## config.mk

```make
export PLATFORM = sky130hd
export DESIGN_NAME = pldmc_framer
export DESIGN_NICKNAME = d
export VERILOG_FILES = /design/src/pldmc_pkg.sv /design/src/pldmc_fifo.sv /design/src/pldmc_framer.sv
export SDC_FILE = /design/constraint.sdc
export NUM_CORES = 1
export LEC_CHECK = 0
export BUFFER_PORTS_ARGS = -buffer_cell sky130_fd_sc_hd__buf_2
export CORE_MARGIN = 5
export CORE_UTILIZATION = 25
export CTS_CLUSTER_DIAMETER = 40
export DETAILED_ROUTE_END_ITERATION = 8
export SYNTH_ARGS = -nofsm -noshare
export SYNTH_HDL_FRONTEND = slang
export SYNTH_SLANG_ARGS = --single-unit
export TNS_END_PERCENT = 100
```

## constraint.sdc

```tcl
create_clock -name clk_in -period 9.4 [get_ports clk_in]
set_input_delay 1.88 -clock clk_in [delete_from_list [all_inputs] [get_ports clk_in]]
set_output_delay 1.88 -clock clk_in [all_outputs]
set_load 0.02 [all_outputs]
```

## src/pldmc_pkg.sv

```systemverilog
// package: constants, types and helpers of the packet length and data mode control
package pldmc_pkg;
	// register map and reset values
	localparam logic [9:0]  CTRL_ADDR      = 10'h126;
	localparam logic [9:0]  MAXLEN_ADDR    = 10'h127;
	localparam logic [9:0]  RXLEN_ADDR     = 10'h3f0;
	localparam logic [7:0]  CTRL_RESET     = 8'h00;
	localparam logic [7:0]  MAXLEN_RESET   = 8'h00;
	// control register fields
	localparam int          BYTE_ORDER_BIT = 7;
	localparam int          FIXED_LEN_BIT  = 6;
	localparam int          CRC_EN_BIT     = 5;
	localparam int          PATH_HI        = 4;
	localparam int          PATH_LO        = 3;
	localparam int          OFS_HI         = 2;
	localparam logic [1:0]  PATH_PACKET    = 2'h0;
	localparam logic [1:0]  PATH_RAW_PRE   = 2'h1;
	localparam logic [1:0]  PATH_RAW_SYNC  = 2'h2;
	// length arithmetic and bit counts
	localparam logic [8:0]  PAYLOAD_BIAS   = 9'h004;
	localparam logic [4:0]  TX_BYTE_LEFT   = 5'h07;
	localparam logic [4:0]  TX_CRC_LEFT    = 5'h0f;
	localparam logic [3:0]  RX_BYTE_LAST   = 4'h7;
	localparam logic [3:0]  RX_CRC_LAST    = 4'hf;
	localparam logic [15:0] CRC_POLY       = 16'h1021;
	localparam logic [15:0] CRC_INIT       = 16'hffff;

	typedef enum logic [1:0] {TX_IDLE, TX_DATA, TX_CRC} pldmc_tx_t;
	typedef enum logic [1:0] {RX_IDLE, RX_DATA, RX_CRC} pldmc_rx_t;

	function automatic logic [15:0] pldmc_crc_step(input logic [15:0] crc, input logic bit_in);
		pldmc_crc_step = {crc[14:0], 1'b0} ^ (((crc[15] ^ bit_in) == 1'b1) ? CRC_POLY : 16'h0000);
	endfunction

	function automatic logic pldmc_first_bit(input logic [7:0] b, input logic msb_first);
		pldmc_first_bit = msb_first ? b[7] : b[0];
	endfunction

	function automatic logic [7:0] pldmc_shift_out(input logic [7:0] b, input logic msb_first);
		pldmc_shift_out = msb_first ? {b[6:0], 1'b0} : {1'b0, b[7:1]};
	endfunction

	function automatic logic [7:0] pldmc_shift_in(input logic [7:0] b, input logic d,
			input logic msb_first);
		pldmc_shift_in = msb_first ? {b[6:0], d} : {d, b[7:1]};
	endfunction

	// bytes to read after sync: length byte plus offset, capped at the maximum
	function automatic logic [7:0] pldmc_total(input logic [7:0] len, input logic [2:0] ofs,
			input logic [7:0] max_len);
		logic [8:0] sum;
		sum = {1'b0, len} + {6'h00, ofs};
		pldmc_total = (sum > {1'b0, max_len}) ? max_len : sum[7:0];
	endfunction

	// payload length, floored at zero
	function automatic logic [8:0] pldmc_payload(input logic [7:0] len, input logic [2:0] ofs);
		logic [8:0] sum;
		sum = {1'b0, len} + {6'h00, ofs};
		pldmc_payload = (sum >= PAYLOAD_BIAS) ? (sum - PAYLOAD_BIAS) : 9'h000;
	endfunction
endpackage

```

## src/pldmc_fifo.sv

```systemverilog
// transmit byte fifo with registered full and empty flags
`timescale 1ns/1ps
`default_nettype none
module pldmc_fifo #(
	parameter int WIDTH = 8,
	parameter int DEPTH = 16
) (
	// clock and reset
	input  wire logic             clk_in,
	input  wire logic             sys_rst_in,
	// fill side
	input  wire logic [WIDTH-1:0] in_data_in,
	input  wire logic             in_valid_in,
	output var  logic             in_ready_out,
	// drain side
	output logic      [WIDTH-1:0] out_data_out,
	output var  logic             out_valid_out,
	input  wire logic             out_ready_in
);
	localparam int         AW   = $clog2(DEPTH);
	localparam logic [AW:0] FULL = (AW + 1)'(DEPTH);

	logic [WIDTH-1:0] mem [DEPTH];
	logic [AW-1:0]    wr_ptr;
	logic [AW-1:0]    rd_ptr;
	logic [AW:0]      count;
	logic [AW-1:0]    next_wr_ptr;
	logic [AW-1:0]    next_rd_ptr;
	logic [AW:0]      next_count;
	logic             next_in_ready;
	logic             next_out_valid;
	logic             push;
	logic             pop;

	assign out_data_out = mem[rd_ptr];

	always_comb begin
		push           = in_valid_in && in_ready_out;
		pop            = out_ready_in && out_valid_out;
		next_wr_ptr    = push ? wr_ptr + 1'b1 : wr_ptr;
		next_rd_ptr    = pop ? rd_ptr + 1'b1 : rd_ptr;
		next_count     = count + (AW + 1)'(push) - (AW + 1)'(pop);
		next_in_ready  = (next_count != FULL);
		next_out_valid = (next_count != '0);
	end

	always_ff @(posedge clk_in) begin
		if (sys_rst_in) begin
			wr_ptr        <= '0;
			rd_ptr        <= '0;
			count         <= '0;
			in_ready_out  <= 1'b1;
			out_valid_out <= 1'b0;
		end else begin
			wr_ptr        <= next_wr_ptr;
			rd_ptr        <= next_rd_ptr;
			count         <= next_count;
			in_ready_out  <= next_in_ready;
			out_valid_out <= next_out_valid;
		end
	end

	// storage needs no reset; flags guard every read
	always_ff @(posedge clk_in) begin
		if (push) begin
			mem[wr_ptr] <= in_data_in;
		end
	end
endmodule
`default_nettype wire

```

## src/pldmc_framer.sv

```systemverilog
// packet length, crc and data path control of the radio packet framer
`timescale 1ns/1ps
`default_nettype none
// Behaviour
// RULE1: fixed mode uses maximum length both ways
// RULE2: variable receive length from first byte
// RULE3: variable transmit length from maximum register
// RULE4: crc enabled: append and check crc
// RULE5: crc disabled: no append, no check
// RULE6: path zero packet, otherwise raw serial
// RULE7: path one: interrupt on preamble detect
// RULE8: path two: interrupt on sync detect
// RULE9: offset added to received length byte
// RULE10: payload is length plus offset minus four
// RULE11: variable mode: maximum bounds receive length
// RULE12: fixed mode: maximum is exact length
// RULE13: length counts sync end to crc
// RULE14: host never programs path value three
// RULE15: byte order bit picks lsb or msb first
module pldmc_framer #(
	parameter int FIFO_DEPTH = 16
) (
	// clock and reset
	input  wire logic       clk_in,
	input  wire logic       sys_rst_in,
	// register port
	input  wire logic [9:0] reg_addr_in,
	input  wire logic       reg_wr_in,
	input  wire logic       reg_rd_in,
	input  wire logic [7:0] reg_wdata_in,
	output var  logic [7:0] reg_rdata_out,
	output var  logic       reg_rvalid_out,
	// transmit bytes from the host
	input  wire logic [7:0] tx_data_in,
	input  wire logic       tx_valid_in,
	output var  logic       tx_ready_out,
	input  wire logic       tx_start_in,
	// modem bit side
	input  wire logic       bit_en_in,
	output var  logic       tx_bit_out,
	output var  logic       tx_active_out,
	input  wire logic       rx_bit_in,
	input  wire logic       preamble_det_in,
	input  wire logic       sync_det_in,
	input  wire logic       carrier_lost_in,
	// receive results
	output var  logic [7:0] rx_data_out,
	output var  logic       rx_valid_out,
	output var  logic       rx_done_out,
	output var  logic       rx_crc_err_out,
	output var  logic [8:0] rx_length_out,
	// raw serial side
	output var  logic       general_pin_four_out,
	output var  logic       rx_data_en_out,
	output var  logic       raw_rx_bit_out
);
	import pldmc_pkg::*;

	logic [7:0] packet_length_control;
	logic [7:0] max_packet_length;
	logic [7:0] next_ctrl;
	logic [7:0] next_max;
	logic [7:0] next_rdata;
	logic       msb_first;
	logic       fixed_length_select;
	logic       crc_en;
	logic [1:0] data_path;
	logic [2:0] len_ofs;
	logic       raw_path;

	assign msb_first           = packet_length_control[BYTE_ORDER_BIT];
	assign fixed_length_select = packet_length_control[FIXED_LEN_BIT];
	assign crc_en              = packet_length_control[CRC_EN_BIT];
	assign data_path           = packet_length_control[PATH_HI:PATH_LO];
	assign len_ofs             = packet_length_control[OFS_HI:0];
	assign raw_path            = (data_path != PATH_PACKET); // RULE6

	////////////////////////////////////////////////////////////////////////////////
	// register port
	always_comb begin
		next_ctrl  = packet_length_control;
		next_max   = max_packet_length;
		next_rdata = reg_rdata_out;
		if (reg_wr_in && reg_addr_in == CTRL_ADDR) begin
			next_ctrl = reg_wdata_in;
		end
		if (reg_wr_in && reg_addr_in == MAXLEN_ADDR) begin
			next_max = reg_wdata_in;
		end
		if (reg_rd_in) begin
			unique case (reg_addr_in)
				CTRL_ADDR:   next_rdata = packet_length_control;
				MAXLEN_ADDR: next_rdata = max_packet_length;
				// wide payloads read back saturated
				RXLEN_ADDR:  next_rdata = rx_length_out[8] ? 8'hff : rx_length_out[7:0];
				default:     next_rdata = 8'h00;
			endcase
		end
	end

	always_ff @(posedge clk_in) begin
		if (sys_rst_in) begin
			packet_length_control <= CTRL_RESET;
			max_packet_length     <= MAXLEN_RESET;
			reg_rdata_out         <= 8'h00;
			reg_rvalid_out        <= 1'b0;
		end else begin
			packet_length_control <= next_ctrl;
			max_packet_length     <= next_max;
			reg_rdata_out         <= next_rdata;
			reg_rvalid_out        <= reg_rd_in;
		end
	end

	////////////////////////////////////////////////////////////////////////////////
	// transmit fifo and serialiser
	logic [7:0] fifo_data;
	logic       fifo_valid;
	logic       fifo_pop;

	pldmc_fifo #(
		.WIDTH (8),
		.DEPTH (FIFO_DEPTH)
	) u_fifo (
		.clk_in        (clk_in),
		.sys_rst_in    (sys_rst_in),
		.in_data_in    (tx_data_in),
		.in_valid_in   (tx_valid_in),
		.in_ready_out  (tx_ready_out),
		.out_data_out  (fifo_data),
		.out_valid_out (fifo_valid),
		.out_ready_in  (fifo_pop)
	);

	pldmc_tx_t  tx_st;
	pldmc_tx_t  next_tx_st;
	logic [7:0] tx_shift;
	logic [7:0] next_tx_shift;
	logic [4:0] tx_bits;
	logic [4:0] next_tx_bits;
	logic [7:0] tx_bytes;
	logic [7:0] next_tx_bytes;
	logic [15:0] tx_crc;
	logic [15:0] next_tx_crc;
	logic       next_tx_bit;
	logic       next_tx_active;
	logic       tx_last;

	assign tx_last = !raw_path && tx_bytes == 8'h00;

	always_comb begin
		next_tx_st     = tx_st;
		next_tx_shift  = tx_shift;
		next_tx_bits   = tx_bits;
		next_tx_bytes  = tx_bytes;
		next_tx_crc    = tx_crc;
		next_tx_bit    = tx_bit_out;
		next_tx_active = tx_active_out;
		fifo_pop       = 1'b0;
		unique case (tx_st)
			TX_IDLE: begin
				if (raw_path && fifo_valid) begin
					next_tx_st     = TX_DATA;
					next_tx_bits   = 5'h00;
					next_tx_active = 1'b1;
				end else if (!raw_path && tx_start_in && max_packet_length != 8'h00) begin
					next_tx_st     = TX_DATA;
					next_tx_bits   = 5'h00;
					next_tx_bytes  = max_packet_length; // RULE1 RULE3 RULE12
					next_tx_crc    = CRC_INIT;
					next_tx_active = 1'b1;
				end
			end
			TX_DATA: begin
				if (bit_en_in) begin
					if (tx_bits != 5'h00) begin
						next_tx_bit   = pldmc_first_bit(tx_shift, msb_first); // RULE15
						next_tx_shift = pldmc_shift_out(tx_shift, msb_first);
						next_tx_bits  = tx_bits - 5'h01;
						next_tx_crc   = pldmc_crc_step(tx_crc, next_tx_bit);
					end else if (tx_last) begin
						// crc follows the last data bit with no gap
						if (crc_en) begin
							next_tx_st   = TX_CRC; // RULE4
							next_tx_bit  = tx_crc[15];
							next_tx_crc  = {tx_crc[14:0], 1'b0};
							next_tx_bits = TX_CRC_LEFT;
						end else begin
							next_tx_st     = TX_IDLE; // RULE5
							next_tx_active = 1'b0;
						end
					end else if (fifo_valid) begin
						fifo_pop      = 1'b1;
						next_tx_bit   = pldmc_first_bit(fifo_data, msb_first); // RULE15
						next_tx_shift = pldmc_shift_out(fifo_data, msb_first);
						next_tx_bits  = TX_BYTE_LEFT;
						next_tx_crc   = pldmc_crc_step(tx_crc, next_tx_bit);
						if (!raw_path) begin
							next_tx_bytes = tx_bytes - 8'h01;
						end
					end else if (raw_path) begin
						next_tx_st     = TX_IDLE;
						next_tx_active = 1'b0;
					end
					// packet underrun: hold the line until the host catches up
				end
			end
			TX_CRC: begin
				if (bit_en_in) begin
					if (tx_bits == 5'h00) begin
						next_tx_st     = TX_IDLE;
						next_tx_active = 1'b0;
					end else begin
						next_tx_bit  = tx_crc[15];
						next_tx_crc  = {tx_crc[14:0], 1'b0};
						next_tx_bits = tx_bits - 5'h01;
					end
				end
			end
			default: next_tx_st = TX_IDLE;
		endcase
	end

	always_ff @(posedge clk_in) begin
		if (sys_rst_in) begin
			tx_st         <= TX_IDLE;
			tx_shift      <= 8'h00;
			tx_bits       <= 5'h00;
			tx_bytes      <= 8'h00;
			tx_crc        <= CRC_INIT;
			tx_bit_out    <= 1'b0;
			tx_active_out <= 1'b0;
		end else begin
			tx_st         <= next_tx_st;
			tx_shift      <= next_tx_shift;
			tx_bits       <= next_tx_bits;
			tx_bytes      <= next_tx_bytes;
			tx_crc        <= next_tx_crc;
			tx_bit_out    <= next_tx_bit;
			tx_active_out <= next_tx_active;
		end
	end

	////////////////////////////////////////////////////////////////////////////////
	// packet receiver: bytes between sync end and crc start
	pldmc_rx_t  rx_st;
	pldmc_rx_t  next_rx_st;
	logic [7:0] rx_shift;
	logic [7:0] next_rx_shift;
	logic [3:0] rx_cnt;
	logic [3:0] next_rx_cnt;
	logic [7:0] rx_left;
	logic [7:0] next_rx_left;
	logic       rx_first;
	logic       next_rx_first;
	logic [15:0] rx_crc;
	logic [15:0] next_rx_crc;
	logic [7:0] next_rx_data;
	logic       next_rx_valid;
	logic       next_rx_done;
	logic       next_rx_err;
	logic [8:0] next_rx_len;

	always_comb begin
		logic [7:0] byte_v;
		logic [7:0] total_v;
		byte_v        = pldmc_shift_in(rx_shift, rx_bit_in, msb_first); // RULE15
		total_v       = pldmc_total(byte_v, len_ofs, max_packet_length);
		next_rx_st    = rx_st;
		next_rx_shift = rx_shift;
		next_rx_cnt   = rx_cnt;
		next_rx_left  = rx_left;
		next_rx_first = rx_first;
		next_rx_crc   = rx_crc;
		next_rx_data  = rx_data_out;
		next_rx_len   = rx_length_out;
		next_rx_valid = 1'b0;
		next_rx_done  = 1'b0;
		next_rx_err   = 1'b0;
		unique case (rx_st)
			RX_IDLE: begin
				if (!raw_path && sync_det_in &&
						(!fixed_length_select || max_packet_length != 8'h00)) begin
					next_rx_st    = RX_DATA;
					next_rx_cnt   = 4'h0;
					next_rx_first = 1'b1;
					next_rx_crc   = CRC_INIT;
					next_rx_left  = max_packet_length; // RULE1 RULE12
					if (fixed_length_select) begin
						next_rx_len = {1'b0, max_packet_length};
					end
				end
			end
			RX_DATA: begin
				if (bit_en_in) begin
					next_rx_shift = byte_v;
					next_rx_crc   = pldmc_crc_step(rx_crc, rx_bit_in);
					next_rx_cnt   = rx_cnt + 4'h1;
					if (rx_cnt == RX_BYTE_LAST) begin
						next_rx_cnt   = 4'h0;
						next_rx_data  = byte_v;
						next_rx_valid = 1'b1; // RULE13
						next_rx_first = 1'b0;
						if (rx_first && !fixed_length_select) begin
							// RULE2 RULE9 RULE11
							next_rx_left = (total_v == 8'h00) ? 8'h00 : total_v - 8'h01;
							next_rx_len  = pldmc_payload(byte_v, len_ofs); // RULE10
						end else begin
							next_rx_left = rx_left - 8'h01;
						end
						if (next_rx_left == 8'h00) begin
							if (crc_en) begin
								next_rx_st = RX_CRC; // RULE4
							end else begin
								next_rx_st   = RX_IDLE; // RULE5
								next_rx_done = 1'b1;
							end
						end
					end
				end
			end
			RX_CRC: begin
				// running the crc over its own bits leaves zero when intact
				if (bit_en_in) begin
					next_rx_crc = pldmc_crc_step(rx_crc, rx_bit_in);
					next_rx_cnt = rx_cnt + 4'h1;
					if (rx_cnt == RX_CRC_LAST) begin
						next_rx_st   = RX_IDLE;
						next_rx_done = 1'b1;
						next_rx_err  = (next_rx_crc != 16'h0000); // RULE4
					end
				end
			end
			default: next_rx_st = RX_IDLE;
		endcase
	end

	always_ff @(posedge clk_in) begin
		if (sys_rst_in) begin
			rx_st          <= RX_IDLE;
			rx_shift       <= 8'h00;
			rx_cnt         <= 4'h0;
			rx_left        <= 8'h00;
			rx_first       <= 1'b0;
			rx_crc         <= CRC_INIT;
			rx_data_out    <= 8'h00;
			rx_valid_out   <= 1'b0;
			rx_done_out    <= 1'b0;
			rx_crc_err_out <= 1'b0;
			rx_length_out  <= 9'h000;
		end else begin
			rx_st          <= next_rx_st;
			rx_shift       <= next_rx_shift;
			rx_cnt         <= next_rx_cnt;
			rx_left        <= next_rx_left;
			rx_first       <= next_rx_first;
			rx_crc         <= next_rx_crc;
			rx_data_out    <= next_rx_data;
			rx_valid_out   <= next_rx_valid;
			rx_done_out    <= next_rx_done;
			rx_crc_err_out <= next_rx_err;
			rx_length_out  <= next_rx_len;
		end
	end

	////////////////////////////////////////////////////////////////////////////////
	// raw serial path: interrupt pin and receive data gate
	logic next_pin_four;
	logic next_data_en;
	logic next_raw_bit;

	always_comb begin
		next_pin_four = ((data_path == PATH_RAW_PRE) && preamble_det_in) || // RULE7
			((data_path == PATH_RAW_SYNC) && sync_det_in); // RULE8
		next_data_en  = rx_data_en_out;
		// a fresh preamble outranks a carrier drop in the same cycle
		if (!raw_path) begin
			next_data_en = 1'b0;
		end else if (preamble_det_in) begin
			next_data_en = 1'b1; // RULE7 RULE8
		end else if (carrier_lost_in) begin
			next_data_en = 1'b0;
		end
		next_raw_bit = (rx_data_en_out && bit_en_in) ? rx_bit_in : raw_rx_bit_out;
	end

	always_ff @(posedge clk_in) begin
		if (sys_rst_in) begin
			general_pin_four_out <= 1'b0;
			rx_data_en_out       <= 1'b0;
			raw_rx_bit_out       <= 1'b0;
		end else begin
			general_pin_four_out <= next_pin_four;
			rx_data_en_out       <= next_data_en;
			raw_rx_bit_out       <= next_raw_bit;
		end
	end
endmodule
`default_nettype wire

```

-- Word level (Yosys, flattened, before mapping)
Memory sizes are Yosys's and may differ from the RTL's. A register that Yosys moved wholly into a read port is not among the register bits.
Index checks and enable logic that the tools add are counted.
- add/subtract/negate cells: 11
- order comparisons: 2
- eq/ne operators: 38
- mux-type cells: 126
- bitwise gates (word level): 11
- reductions and logical operators: 55
- operators with widths (operator ; number):
    $mux 8 ; 23
    $mux 16 ; 11
    $mux 9 ; 6
    $pmux 16 s3 ; 1
    $xor 16x13->16 ; 3
    $mux 5 ; 9
    $mux 13 ; 3
    $mux 1 ; 38
    $ne 2x2->1 const B ; 17
    $mux 2 ; 16
    $pmux 16 s2 ; 1
    $pmux 8 s2 ; 2
    $logic_not 8->1 ; 3
    $mux 4 ; 6
    $pmux 8 s3 ; 1
    $sub 8x1->8 const B ; 3
    $eq 10x9->1 const B ; 2
    $pmux 9 s2 ; 1
    $reduce_and 6->1 ; 3
    $reduce_and 8->1 ; 2
    $reduce_bool 16->1 ; 1
    $pmux 5 s3 ; 1
    $logic_and 1x1->1 ; 14
    $reduce_and 7->1 ; 2
    39 further kinds ; 74
- register bits: 143
- RAM bits: 128
- input port bits: 37
- output and inout port bits: 35
- logic and storage cells: 274
- memories: 1
- memories (name ; words ; width ; rd ports ; clocked after memory_dff ; write ports ; line ; source):
    u_fifo.mem ; 16 ; 8 ; 1 ; 1 ; 1 ; pldmc_fifo.sv:23 ; logic [WIDTH-1:0] mem [DEPTH];

-- Longest topological paths before layout
Gate-level depths: netlist of the first run.
- word-level depth: 15
- depth in mapped cells: 28
- mapped depth without buffers: 23

-- Hierarchy
Synthesis of the first run repeated with hierarchy kept, for this count alone.
- cells, all modules: 1254
- area, all modules: 13177.6 um^2
- by module, submodules not included (module ; instances ; cells each ; area an instance (um^2) ; sequential area each (um^2)):
    pldmc_framer ; 1 ; 940 ; 7359.6 ; 2562.5
    pldmc_fifo ; 1 ; 314 ; 5818.1 ; 4224.1

-- Worst setup path before layout of the first run
No wires, ideal clock.
- kind: input to register
- from: input port rx_bit_in
- to: register rx_st[1]
- setup time: 0.122 ns
- arrival: 6.952 ns
- required time: 9.278 ns
- slack: 2.326 ns
- cell stages on the path: 23
- buffers on the path: 2
- cell sequence: mux2i_1 -> inv_1 -> ha_1 -> fa_1 -> a21oi_1 -> o21a_1 -> or2_2 -> clkbuf_1 -> inv_1 -> ha_1 -> nand4_1 -> or2_2 -> a22o_1 -> nor2_1 -> buf_2 -> mux2i_1 -> ha_1 -> inv_1 -> o311ai_0 -> o221ai_1 -> o31ai_1 -> a2111oi_0 -> nand3b_1
- word-level cells in the longest chain between the ends: 13
- elaborated cells on any way between the ends: 14
- those cells by class: add/sub (2); order compare (1); eq/ne (1); mux (7); reduce/logical (3)
- RTL lines (element ; line ; source):
    start: declaration ; pldmc_framer.sv:42 ; input wire logic rx_bit_in,
    $mux 8 * ; pldmc_pkg.sv:45 ; pldmc_shift_in = msb_first ? {b[6:0], d} : {d, b[7:1]};
    $add 8x3->9 * ; pldmc_pkg.sv:52 ; sum = {1'b0, len} + {6'h00, ofs};
    $gt 9x8->1 ; pldmc_pkg.sv:53 ; pldmc_total = (sum > {1'b0, max_len}) ? max_len : sum[7:0];
    $mux 8 * ; pldmc_pkg.sv:53 ;
    $sub 8x1->8 or $logic_not 8->1 (tied branches) ; pldmc_framer.sv:306 ; next_rx_left = (total_v == 8'h00) ? 8'h00 : total_v - 8'h01;
    $mux 8 * ; pldmc_framer.sv:306 ;
    $mux 8 * ; pldmc_framer.sv:304 ; if (rx_first && !fixed_length_select) begin
    $mux 8 * ; pldmc_framer.sv:299 ; if (rx_cnt == RX_BYTE_LAST) begin
    $mux 8 * ; pldmc_framer.sv:295 ; if (bit_en_in) begin
    $mux 8 * ; pldmc_framer.sv:280 ; unique case (rx_st)
    $logic_not 8->1 * ; pldmc_framer.sv:311 ; if (next_rx_left == 8'h00) begin
    $ne 2x2->1 (no line) * ; -- ;
    $reduce_and 6->1 (no line) * ; -- ;
    end signal: assignment ; pldmc_framer.sv:352 ; rx_st <= next_rx_st;
    end: declaration ; pldmc_framer.sv:246 ; pldmc_rx_t rx_st;
Mark *: on every way between the ends. The rest lies on a longest branch, timed or not. The select of a mux whose other input is x is not followed.
A chain may end at the register's enable or synchronous reset.

-- Worst setup path in the final report of the first run
Same ends and word-level chain as after synthesis.

==> flow_metrics.env, run 1 <==
export IMPL_outcome="completed"
export IMPL_reg2reg_slack_ns=2.99
export IMPL_die_y_um=238
export IMPL_reg2reg_to="rx_st[1]$_SDFFE_PP0P_"
export IMPL_final_cells=1977
export IMPL_initialDrtViolationCount=531
export IMPL_die_x_um=238
export IMPL_finalSetupTns_ns=0
export IMPL_clock_path_buffers=3
export IMPL_gr_usage_all_layers_pct=11.0
export IMPL_ant_nets=0
export IMPL_fin_nets=1344
export IMPL_yosysTopAreaCell="edfxtp_1"
export IMPL_synth_xor_area_share_pct=2.42
export IMPL_cts_tree="done"
export IMPL_cts_made_buffers=37
export IMPL_path_cells="buf_2 > mux2i_1 > inv_1 > ha_1 > fa_1 > a21oi_1 > a211oi_4 > xnor2_2 > ha_1 > a211oi_1 > o211ai_1 > o2111a_1 > nor2_1 > buf_4 > mux2i_1 > ha_1 > inv_1 > o311ai_0 > o221ai_1 > o31ai_1 > a2111oi_0 > nand3b_1"
export IMPL_min_period_ns=7.15
export IMPL_yosys_top_cells_area="edfxtp_1, dfxtp_1, mux4_2, a21oi_1, nor2_1"
export IMPL_synth_ff_type="dfxtp_1"
export IMPL_rsz0062_at_grt="false"
export IMPL_min_path_type="flop to flop"
export IMPL_ys_ff_latch=275
export IMPL_hold_path_end="raw_rx_bit_out$_SDFFE_PP0P_"
export IMPL_hold_depth=2
export IMPL_postSynthCellCount=1213
export IMPL_critPathSlowestCell="o31ai_1"
export IMPL_grt_first_pass_wirelength_um=51100
export IMPL_final_period_utilization_pct=76.0
export IMPL_clock_latency_ns=0.54
export IMPL_area_growth_pct=17.4
export IMPL_grt_overflow=0
export IMPL_crit_arrival_ns=7.56
export IMPL_core_area_um2=51400
export IMPL_tightest_slew_ns=1.15
export IMPL_worstSetupPathType="input pin to flop"
export IMPL_fill_cells=5259
export IMPL_hpwl_um=22300
export IMPL_hold_slack_ns=0.458
export IMPL_clkSinkCount=275
export IMPL_end_kind="flop"
export IMPL_r2r_start="packet_length_control[7]$_SDFFE_PP0P_"
export IMPL_via_per_inst=4.84
export IMPL_vias=9568
export IMPL_place_congestion=0.876
export IMPL_cts_resized=0
export IMPL_setup_viol=0
export IMPL_detail_route_wl_per_cell_um=16.1
export IMPL_dpl_cell_area_um2=14000
export IMPL_syn_avg_cell_area_um2=10.7
export IMPL_n_antenna_cell=0
export IMPL_antenna_found_initial=1
export IMPL_dpl_cell_count=1910
export IMPL_critPathLaunchType="input pin"
export IMPL_synthArstFlopShare_pct=0
export IMPL_port_buffers=71
export IMPL_yosysTopAreaCellShare_pct=29.6
export IMPL_r2r_cells=22
export IMPL_fin_area_um2=15200
export IMPL_vdd_drop_max_mv=0.136
export IMPL_yosysUniqueCellTypes=76
export IMPL_slowest_delay_ns=0.58
export IMPL_io_pin_count=72
export IMPL_layout_drive_gt1_share_pct=16.5
export IMPL_drv_cap=0
export IMPL_routed_wl_um=31800
export IMPL_maxSlewHeadroom_pct=22.9
export IMPL_h_tree_depth=2
export IMPL_synthesis_nets=1288
export IMPL_synthMuxAreaShare_pct=9.42
export IMPL_drc_errors=0
export IMPL_critPathMostFrequentCell="ha_1"
export IMPL_synthAdderAreaFrac_pct=3.78
export IMPL_start_util_pct=25.2
export IMPL_firstDrtPassIters=7
export IMPL_row_count=83
export IMPL_leakage_nw=5.29
export IMPL_finalHoldViolCount=0
export IMPL_cts_root_buffer="clkbuf_16"
export IMPL_final_max_slew_viol_count=0
export IMPL_synth_simple_area_share_pct=15.0
export IMPL_synth_compound_area_share_pct=13.4
export IMPL_synth_edff_count=128
export IMPL_clk_pin_slew_worst_paths_ns=0.06
export IMPL_power_density_nw_per_um2=229
export IMPL_fmax_ghz=0.140
export IMPL_grt_pass1_vias=9543
export IMPL_crit_required_ns=9.81
export IMPL_clock_skew_ns=0.0286
export IMPL_postCtsSetupRepairBufs=0
export IMPL_worstHoldStart="raw_rx_bit_out$_SDFFE_PP0P_"
export IMPL_grt_max_degree=78
export IMPL_ys_warn_count=0
export IMPL_synth_seq_area_share_pct=52.3
export IMPL_die_area_um2=56600
export IMPL_power_mw=3.50
export IMPL_synth_top_family_by_area="simple AND/OR/NAND/NOR gates"
export IMPL_register_area_um2=6790
export IMPL_syn_area_um2=13000
export IMPL_multi_input_area_um2=5730
export IMPL_crit_fanout=18
export IMPL_postCtsHoldBufs=0
-- layout make-up --
cell class,count,area share [%]
clock inverter,25,1.62
inverter,52,1.28
sequential,275,44.6
timing repair buffer,86,3.09
multi-input combinational,817,37.6
clock buffer,42,6.27
tap,680,5.59
-- registers in the layout (all words and copies together) (netlist names), 4 cells and up, named ones only --
name	cells
tx_shift	8
rx_data_out	8
tx_bytes	8
rx_shift	8
max_packet_length	8
u_fifo.rd_ptr	4
packet_length_control	8
tx_bits	5
rx_left	8
rx_cnt	4
u_fifo.count	5
tx_crc	16
reg_rdata_out	8
rx_crc	16
u_fifo.mem	128
rx_length_out	9
u_fifo.wr_ptr	4
-- synth_stat cells (15+ instances only) --
cell type and n:
o21ai_0 46, mux2i_1 24, a22oi_1 15, clkbuf_1 58, a21oi_1 98, ha_1 36, mux4_2 42, xor2_1 15
o211ai_1 16, xnor2_1 19, dfxtp_1 147, nand3_1 37, nor2_1 128, nand2_1 114, nor3_1 28, inv_1 49
edfxtp_1 128, or4_1 18, a211oi_1 28
-- routing by layer --
metal | wire length, um | global-route usage (%)
met5 | 0 | 0
met2 | 14900 | 18.3
met3 | 1730 | 2.51
met1 | 14500 | 14.4
met4 | 750 | 3.15
-- power by group --
part           total (mW)  internal (mW)  switching, mW  leakage [nW]
Clock                1.36          0.805          0.559         0.596
Combinational       0.751          0.277          0.474          2.34
Sequential           1.38           1.33         0.0513          2.35
-- how the worst max path moves through the flow --
| stage | startpoint | to | slack (ns) | cells after the start |
|---|---|---|---|---|
| 2_1_floorplan | rx_bit_in | rx_st[1]$_SDFFE_PP0P_ | 2.33 | 23 |
| 3_3_place_gp | rx_bit_in | rx_st[1]$_SDFFE_PP0P_ | 1.91 | 22 |
| 3_5_place_dp | rx_bit_in | rx_st[1]$_SDFFE_PP0P_ | 1.78 | 22 |
| 4_1_cts | rx_bit_in | rx_st[1]$_SDFFE_PP0P_ | 2.31 | 22 |
| 5_1_grt | rx_bit_in | rx_st[1]$_SDFFE_PP0P_ | 1.74 | 22 |
| 6_report | rx_bit_in | rx_st[1]$_SDFFE_PP0P_ | 2.25 | 22 |
-- per-stage QoR --
stage               utilization (%)  setup WS, ns
floorplan                         -          2.33
global placement               27.3          1.91
detailed placement             27.3          1.78
CTS                            29.6          2.31
global route                   29.6          1.74
finish                         29.6          2.25
-- kinds of logic (layout without fill, tap and decap cells) --
family,Yosys count,after routing
xor gates and xnor gates,35,35
and+or+nand+nor,408,408
muxes,69,69
AOI/OAI and AO/OA,267,267
adders and majority gates,38,38
buffers and inverters,121,205
DFF,275,275
-- cell usage in the layout (no fill, tap or decap), drive strengths merged, types with 18 or more instances in the layout --
| master | instances |
|---|---|
| a21oi | 98 |
| nor3 | 29 |
| a211oi | 30 |
| nor2 | 128 |
| xnor2 | 20 |
| or4 | 18 |
| mux2i | 25 |
| buf | 86 |
| ha | 36 |
| clkbuf | 42 |
| o21ai | 48 |
| edfxtp | 128 |
| nand2 | 114 |
| inv | 59 |
| nand3 | 37 |
| mux4 | 42 |
| dfxtp | 147 |
-- worst max-delay path, delay by kind of cell --
kind / cells / cell delay (ns)
multiplexers: 2 / 0.56
AND/OR/NAND/NOR: 2 / 0.31
AO/OA/AOI/OAI: 9 / 2.48
buffers and inverters: 4 / 0.58
adder cells (fa/ha/maj): 4 / 1.25
XOR/XNOR: 1 / 0.49
No activity file was read; power rests on OpenSTA's default activity.
==> inputs of run 2 (changes only) <==
- clock period: 9.4 -> 6.3 ns (I/O delays scaled with it)
==> flow_metrics.env, run 2 (synthesis gave the netlist of run 1 again) <==
export IMPL_mostFrequentLayoutCells="dfxtp_1, edfxtp_1, nor2_1, nand2_1, a21oi_1"
export IMPL_clock_skew_ns=0.0239
export IMPL_ant_nets=0
export IMPL_path_buf_inv=4
export IMPL_crit_required_ns=6.72
export IMPL_worstSetupPathType="input pin to flop"
export IMPL_setup_viol=0
export IMPL_grt_pass1_vias=9321
export IMPL_top_register="u_fifo.mem"
export IMPL_min_path_type="flop to flop"
export IMPL_fin_area_um2=15400
export IMPL_power_density_nw_per_um2=345
export IMPL_postCtsSetupRepairBufs=0
export IMPL_via_per_inst=4.79
export IMPL_hold_slack_ns=0.457
export IMPL_tightest_slew_ns=1.07
export IMPL_crit_fanout=5
export IMPL_vias=9515
export IMPL_n_antenna_cell=0
export IMPL_antenna_found_initial=1
export IMPL_biggestRegsByFlops="u_fifo.mem (128), rx_crc (16), tx_crc (16)"
export IMPL_routed_wl_um=31600
export IMPL_cts_made_buffers=36
export IMPL_detail_route_wl_per_cell_um=15.9
export IMPL_critPathSlowestCell="o31ai_2"
export IMPL_firstDrtPassIters=5
export IMPL_row_count=83
export IMPL_multi_input_area_um2=5730
export IMPL_finalHoldViolCount=0
export IMPL_maxSlewHeadroom_pct=28.4
export IMPL_fill_cells=5256
export IMPL_die_area_um2=56600
export IMPL_area_growth_pct=18.5
export IMPL_clk_pin_slew_worst_paths_ns=0.06
export IMPL_clock_latency_ns=0.55
export IMPL_dpl_cell_area_um2=14100
export IMPL_die_y_um=238
export IMPL_final_period_utilization_pct=91.4
export IMPL_cts_root_buffer="clkbuf_16"
export IMPL_leakage_nw=5.33
export IMPL_clkSinkCount=275
export IMPL_finalSetupTns_ns=0
export IMPL_power_mw=5.30
export IMPL_place_congestion=0.906
export IMPL_path_delay_family="compound AO/OA/AOI/OAI gates"
export IMPL_port_buffers=71
export IMPL_vdd_drop_max_mv=0.201
export IMPL_drv_cap=0
export IMPL_cts_resized=0
export IMPL_postCtsHoldBufs=0
export IMPL_outcome="completed"
export IMPL_die_x_um=238
export IMPL_register_area_um2=6790
export IMPL_rsz0062_at_grt="false"
export IMPL_cts_tree="done"
export IMPL_dpl_cell_count=1921
export IMPL_core_area_um2=51400
export IMPL_grt_overflow=0
export IMPL_h_tree_depth=2
export IMPL_min_period_ns=5.76
export IMPL_path_cells="buf_2 > mux2i_1 > inv_1 > ha_1 > fa_1 > a21oi_1 > nor3_1 > or2_2 > inv_1 > ha_1 > nand4_1 > or2_2 > a22o_1 > nor2_2 > mux2i_1 > ha_1 > inv_1 > o311ai_0 > o221ai_1 > o31ai_2 > a2111oi_0 > nand3b_1"
export IMPL_end_kind="flop"
export IMPL_slowest_delay_ns=0.47
export IMPL_fmax_ghz=0.174
export IMPL_grt_first_pass_wirelength_um=50600
export IMPL_drc_errors=0
export IMPL_mostFrequentLayoutCell="dfxtp_1"
export IMPL_final_max_slew_viol_count=0
export IMPL_largest_reg_flops=128
export IMPL_grt_max_degree=78
export IMPL_final_cells=1986
export IMPL_start_util_pct=25.2
export IMPL_hpwl_um=22200
export IMPL_clock_path_buffers=3
export IMPL_gr_usage_all_layers_pct=10.9
export IMPL_fin_nets=1354
export IMPL_layout_drive_gt1_share_pct=17.4
export IMPL_crit_arrival_ns=6.18
export IMPL_io_pin_count=72
export IMPL_initialDrtViolationCount=574
export IMPL_critPathLaunchType="input pin"
run 2: power breakdown:
group          internal, mW  switching (mW)
clock                  1.26           0.847
combinational         0.429           0.707
sequential             1.98          0.0753
run 2: path summary, 6_finish.rpt:
path                                               from                          end  slack (ns)  cells after the start
setup / recovery                              rx_bit_in        rx_st[1]$_SDFFE_PP0P_        0.54                     22
hold / removal              raw_rx_bit_out$_SDFFE_PP0P_  raw_rx_bit_out$_SDFFE_PP0P_        0.46                      2
setup reg to reg  packet_length_control[7]$_SDFFE_PP0P_        rx_st[1]$_SDFFE_PP0P_        0.62                     21
hold reg to reg             raw_rx_bit_out$_SDFFE_PP0P_  raw_rx_bit_out$_SDFFE_PP0P_        0.46                      2
run 2: final cells by class:
cell class | instances | area share (%)
Clock buffer | 42 | 6.07
Inverter | 52 | 1.27
Timing Repair Buffer | 97 | 3.60
Sequential cell | 275 | 44.2
Multi-Input combinational cell | 817 | 37.3
Tap cell | 680 | 5.54
Clock inverter | 23 | 2.04
run 2: per-stage QoR:
stage	setup WS, ns	utilization, %
global route	0.0308	29.9
global placement	0.0784	27.5
floorplan	0.0237	-
detailed placement	0.0372	27.5
CTS	0.566	29.9
finish	0.541	29.9
run 2: per-layer routing:
layer / track usage [%] / share of wire (%) / up-vias / wire [um]
met5: 0 / 0 / - / 0
met4: 3.36 / 2.7 / 0 / 847
met3: 2.55 / 5.3 / 67 / 1670
met2: 18.1 / 47 / 208 / 14900
met1: 14.1 / 45 / 4612 / 14200
li1: - / - / 4628 / -
run 2: worst reg2reg max path, cell delays in order, from the launching register on:
cell	delay, ns
dfxtp_1	0.49
mux2i_1	0.34
inv_1	0.08
ha_1	0.34
nand3_1	0.16
a22oi_1	0.29
nand2_1	0.11
xnor2_1	0.38
inv_1	0.12
ha_1	0.34
nand4_1	0.08
or2_2	0.32
a22o_1	0.28
nor2_2	0.18
mux2i_1	0.26
ha_1	0.26
inv_1	0.11
o311ai_0	0.34
o221ai_1	0.25
o31ai_2	0.47
a2111oi_0	0.16
nand3b_1	0.20
==> inputs of run 3 (changes only) <==
- SYNTH_HIERARCHICAL: unset -> 1
- clock period: 6.3 -> 4.9 ns (I/O delays scaled with it)
==> flow_metrics.env, run 3 <==
export IMPL_maxSlewHeadroom_pct=24.5
export IMPL_antenna_found_initial=0
export IMPL_final_period_utilization_pct=106
export IMPL_synth_edff_count=128
export IMPL_path_buf_inv=2
export IMPL_yosysTopAreaCellShare_pct=29.2
export IMPL_initialDrtViolationCount=612
export IMPL_routed_wl_um=32900
export IMPL_drv_cap=0
export IMPL_comb_power_share_pct=26.9
export IMPL_synthArstFlopShare_pct=0
export IMPL_h_tree_depth=2
export IMPL_io_pin_count=72
export IMPL_cts_made_buffers=36
export IMPL_tightest_slew_ns=1.13
export IMPL_path_cells="buf_8 > mux2i_4 > inv_2 > ha_4 > fa_2 > a21oi_4 > nor3_2 > or3_1 > and3_4 > ha_4 > nand2_4 > or3_4 > o211ai_2 > nand2_2 > a21oi_2 > ha_4 > nand2_1 > a21oi_2 > a31oi_4 > nand2b_4 > a31o_1 > or4b_4 > o41ai_4 > mux2i_1"
export IMPL_grt_first_pass_wirelength_um=52400
export IMPL_crit_fanout=4
export IMPL_yosysTopAreaCell="edfxtp_1"
export IMPL_start_util_pct=25.2
export IMPL_postCtsHoldBufs=0
export IMPL_port_buffers=71
export IMPL_mostFrequentLayoutCell="nor2_1"
export IMPL_firstDrtPassIters=5
export IMPL_finalHoldViolCount=0
export IMPL_min_path_type="flop to flop"
export IMPL_finalSetupTns_ns=-0.866
export IMPL_cts_root_buffer="clkbuf_16"
export IMPL_clock_path_buffers=3
export IMPL_p_sw_mw=2.27
export IMPL_final_max_slew_viol_count=0
export IMPL_dpl_cell_count=2004
export IMPL_gr_usage_all_layers_pct=11.1
export IMPL_synth_ff_type="dfxtp_1"
export IMPL_critPathMostFrequentCell="ha_4"
export IMPL_largest_reg_flops=128
export IMPL_ys_warn_count=6
export IMPL_ys_ff_latch=275
export IMPL_grt_max_degree=110
export IMPL_ant_nets=0
export IMPL_detail_route_wl_per_cell_um=15.8
export IMPL_fin_nets=1446
export IMPL_via_per_inst=4.79
export IMPL_vdd_drop_max_mv=0.271
export IMPL_place_congestion=0.877
export IMPL_grt_overflow=0
export IMPL_clkSinkCount=275
export IMPL_min_period_ns=5.18
export IMPL_die_y_um=240
export IMPL_path_delay_family="simple AND/OR/NAND/NOR gates"
export IMPL_yosys_top_cells_area="edfxtp_1, dfxtp_1, nor2_1, a21oi_1, ha_1"
export IMPL_core_area_um2=52300
export IMPL_syn_area_um2=13200
export IMPL_power_density_nw_per_um2=448
export IMPL_layout_drive_gt1_share_pct=20.4
export IMPL_fmax_ghz=0.193
export IMPL_rsz0062_at_grt="true"
export IMPL_clk_pin_slew_worst_paths_ns=0.06
export IMPL_critPathSlowestCell="or4b_4"
export IMPL_synth_seq_area_share_pct=51.5
export IMPL_syn_avg_cell_area_um2=10.5
export IMPL_critPathLaunchType="input pin"
export IMPL_hpwl_um=22700
export IMPL_swShare_pct=31.2
export IMPL_p_int_mw=4.99
export IMPL_clock_latency_ns=0.54
export IMPL_yosysUniqueCellTypes=73
export IMPL_crit_required_ns=5.36
export IMPL_end_kind="flop"
export IMPL_synthTopCellsByCount="nor2_1, dfxtp_1, edfxtp_1, a21oi_1, nand2_1"
export IMPL_seqPwrFrac_pct=36.9
export IMPL_worstSetupPathType="input pin to flop"
export IMPL_area_growth_pct=22.9
export IMPL_die_area_um2=57400
export IMPL_clock_power_share_pct=36.2
export IMPL_slowest_delay_ns=0.54
export IMPL_final_cells=2088
export IMPL_row_count=84
export IMPL_n_antenna_cell=0
export IMPL_mostFrequentLayoutCells="nor2_1, dfxtp_1, edfxtp_1, a21oi_1, nand2_1"
export IMPL_outcome="finished with violations"
export IMPL_top_register="u_fifo/mem"
export IMPL_final_setup_worst_slack_ns=-0.281
export IMPL_drc_errors=0
export IMPL_crit_arrival_ns=5.64
export IMPL_synth_most_common_cell="nor2_1"
export IMPL_vias=9994
export IMPL_synthesis_nets=1328
export IMPL_setup_viol=4
export IMPL_postSynthCellCount=1254
export IMPL_violations="negative setup slack"
export IMPL_grt_pass1_vias=9760
export IMPL_biggestRegsByFlops="u_fifo/mem (128), rx_crc (16), tx_crc (16)"
export IMPL_leakage_nw=5.79
export IMPL_cts_tree="done"
export IMPL_die_x_um=240
export IMPL_clock_skew_ns=0.0286
==> run 3: cell types whose count changed after synthesis, moves of 12 or more <==
cell / change
nand2b_1: +22
mux4_1: +14
a211o_1: +14
mux4_2: -23
or4_1: -17
nor2_1: +30
nand2_1: -26
a21oi_1: +12
a22oi_1: +12
==> run 3: logic make-up (layout without fill, tap and decap cells) <==
| group | count (synthesis) | after routing | share of synthesized area [%] |
|---|---|---|---|
| buffers and inverters | 111 | 257 | 3.60 |
| flip-flops | 275 | 275 | 51.5 |
| multiplexers | 71 | 71 | 9.04 |
| adder cells (fa/ha/maj) | 37 | 37 | 3.63 |
| XOR/XNOR | 31 | 31 | 2.06 |
| AND/OR/NAND/NOR | 437 | 437 | 16.0 |
| AO/OA/AOI/OAI | 292 | 292 | 14.2 |
==> run 3: cell type report <==
type | count | area, um^2
repair buffers | 151 | 998
clock inverters | 18 | 235
well taps | 688 | 861
multi-input cells | 868 | 6180
flip-flops and latches | 275 | 6790
inverters | 40 | 150
clock buffers | 48 | 976
fillers | 5359 | 36200
==> run 3: worst reg2reg max path, stage by stage, from the launching register on <==
cell      delay (ns)
dfxtp_2         0.32
buf_4           0.13
mux2i_2         0.24
inv_1           0.10
ha_4            0.32
a21oi_4         0.08
or3_1           0.36
and2_1          0.18
ha_1            0.33
nand4_1         0.16
o211ai_1        0.32
o211a_4         0.22
nor2_4          0.04
buf_6           0.12
buf_6           0.11
a21oi_4         0.14
ha_4            0.18
nand2_1         0.07
a21oi_2         0.17
a31oi_4         0.05
nand2b_4        0.17
a31o_1          0.22
or4b_4          0.54
o41ai_4         0.29
mux2i_1         0.23
==> run 3: final timing paths <==
path	startpoint	end	slack, ns	cells after the start
hold reg to reg	raw_rx_bit_out$_SDFFE_PP0P_	raw_rx_bit_out$_SDFFE_PP0P_	0.45	2
setup reg to reg	packet_length_control[7]$_SDFFE_PP0P_	rx_st[0]$_SDFFE_PP0P_	-0.23	24
hold / removal	raw_rx_bit_out$_SDFFE_PP0P_	raw_rx_bit_out$_SDFFE_PP0P_	0.45	2
setup / recovery	rx_bit_in	rx_st[0]$_SDFFE_PP0P_	-0.28	24
==> run 3: power groups by stage <==
stage	Clock, mW	Sequential, mW	Combinational, mW
floorplan	0	2.71	1.20
global placement	0	2.71	1.70
detailed placement	0	2.72	1.72
CTS	2.72	2.67	1.77
global route	2.83	2.69	2.15
finish	2.63	2.67	1.95
==> run 3: metal layers <==
layer	track usage (%)	wire, um	vias to the layer above
met5	0	0	-
met4	3.10	677	0
met3	2.15	1840	50
met2	18.4	15400	247
met1	15.0	15000	4845
li1	-	-	4852
==> run 3: what timing repair did <==
item,CTS,global route
buffers inserted,8,11
pin swaps,3,8
setup endpoints to repair,3,7
gates resized for setup,8,34
==> run 3: stage by stage <==
stage / hold WS [ns] / worst slack, ns / power (mW) / instance area, um^2 / utilization (%)
2_1_floorplan: 0.436 / -0.862 / 3.91 / 13300 / -
3_3_place_gp: 0.444 / -0.960 / 4.41 / 14600 / 28.0
3_5_place_dp: 0.453 / -1.13 / 4.44 / 14600 / 28.0
4_1_cts: 0.461 / -0.270 / 7.16 / 15900 / 30.5
5_1_grt: 0.486 / -0.471 / 7.67 / 16200 / 30.9
6_report: 0.455 / -0.281 / 7.25 / 16200 / 30.9
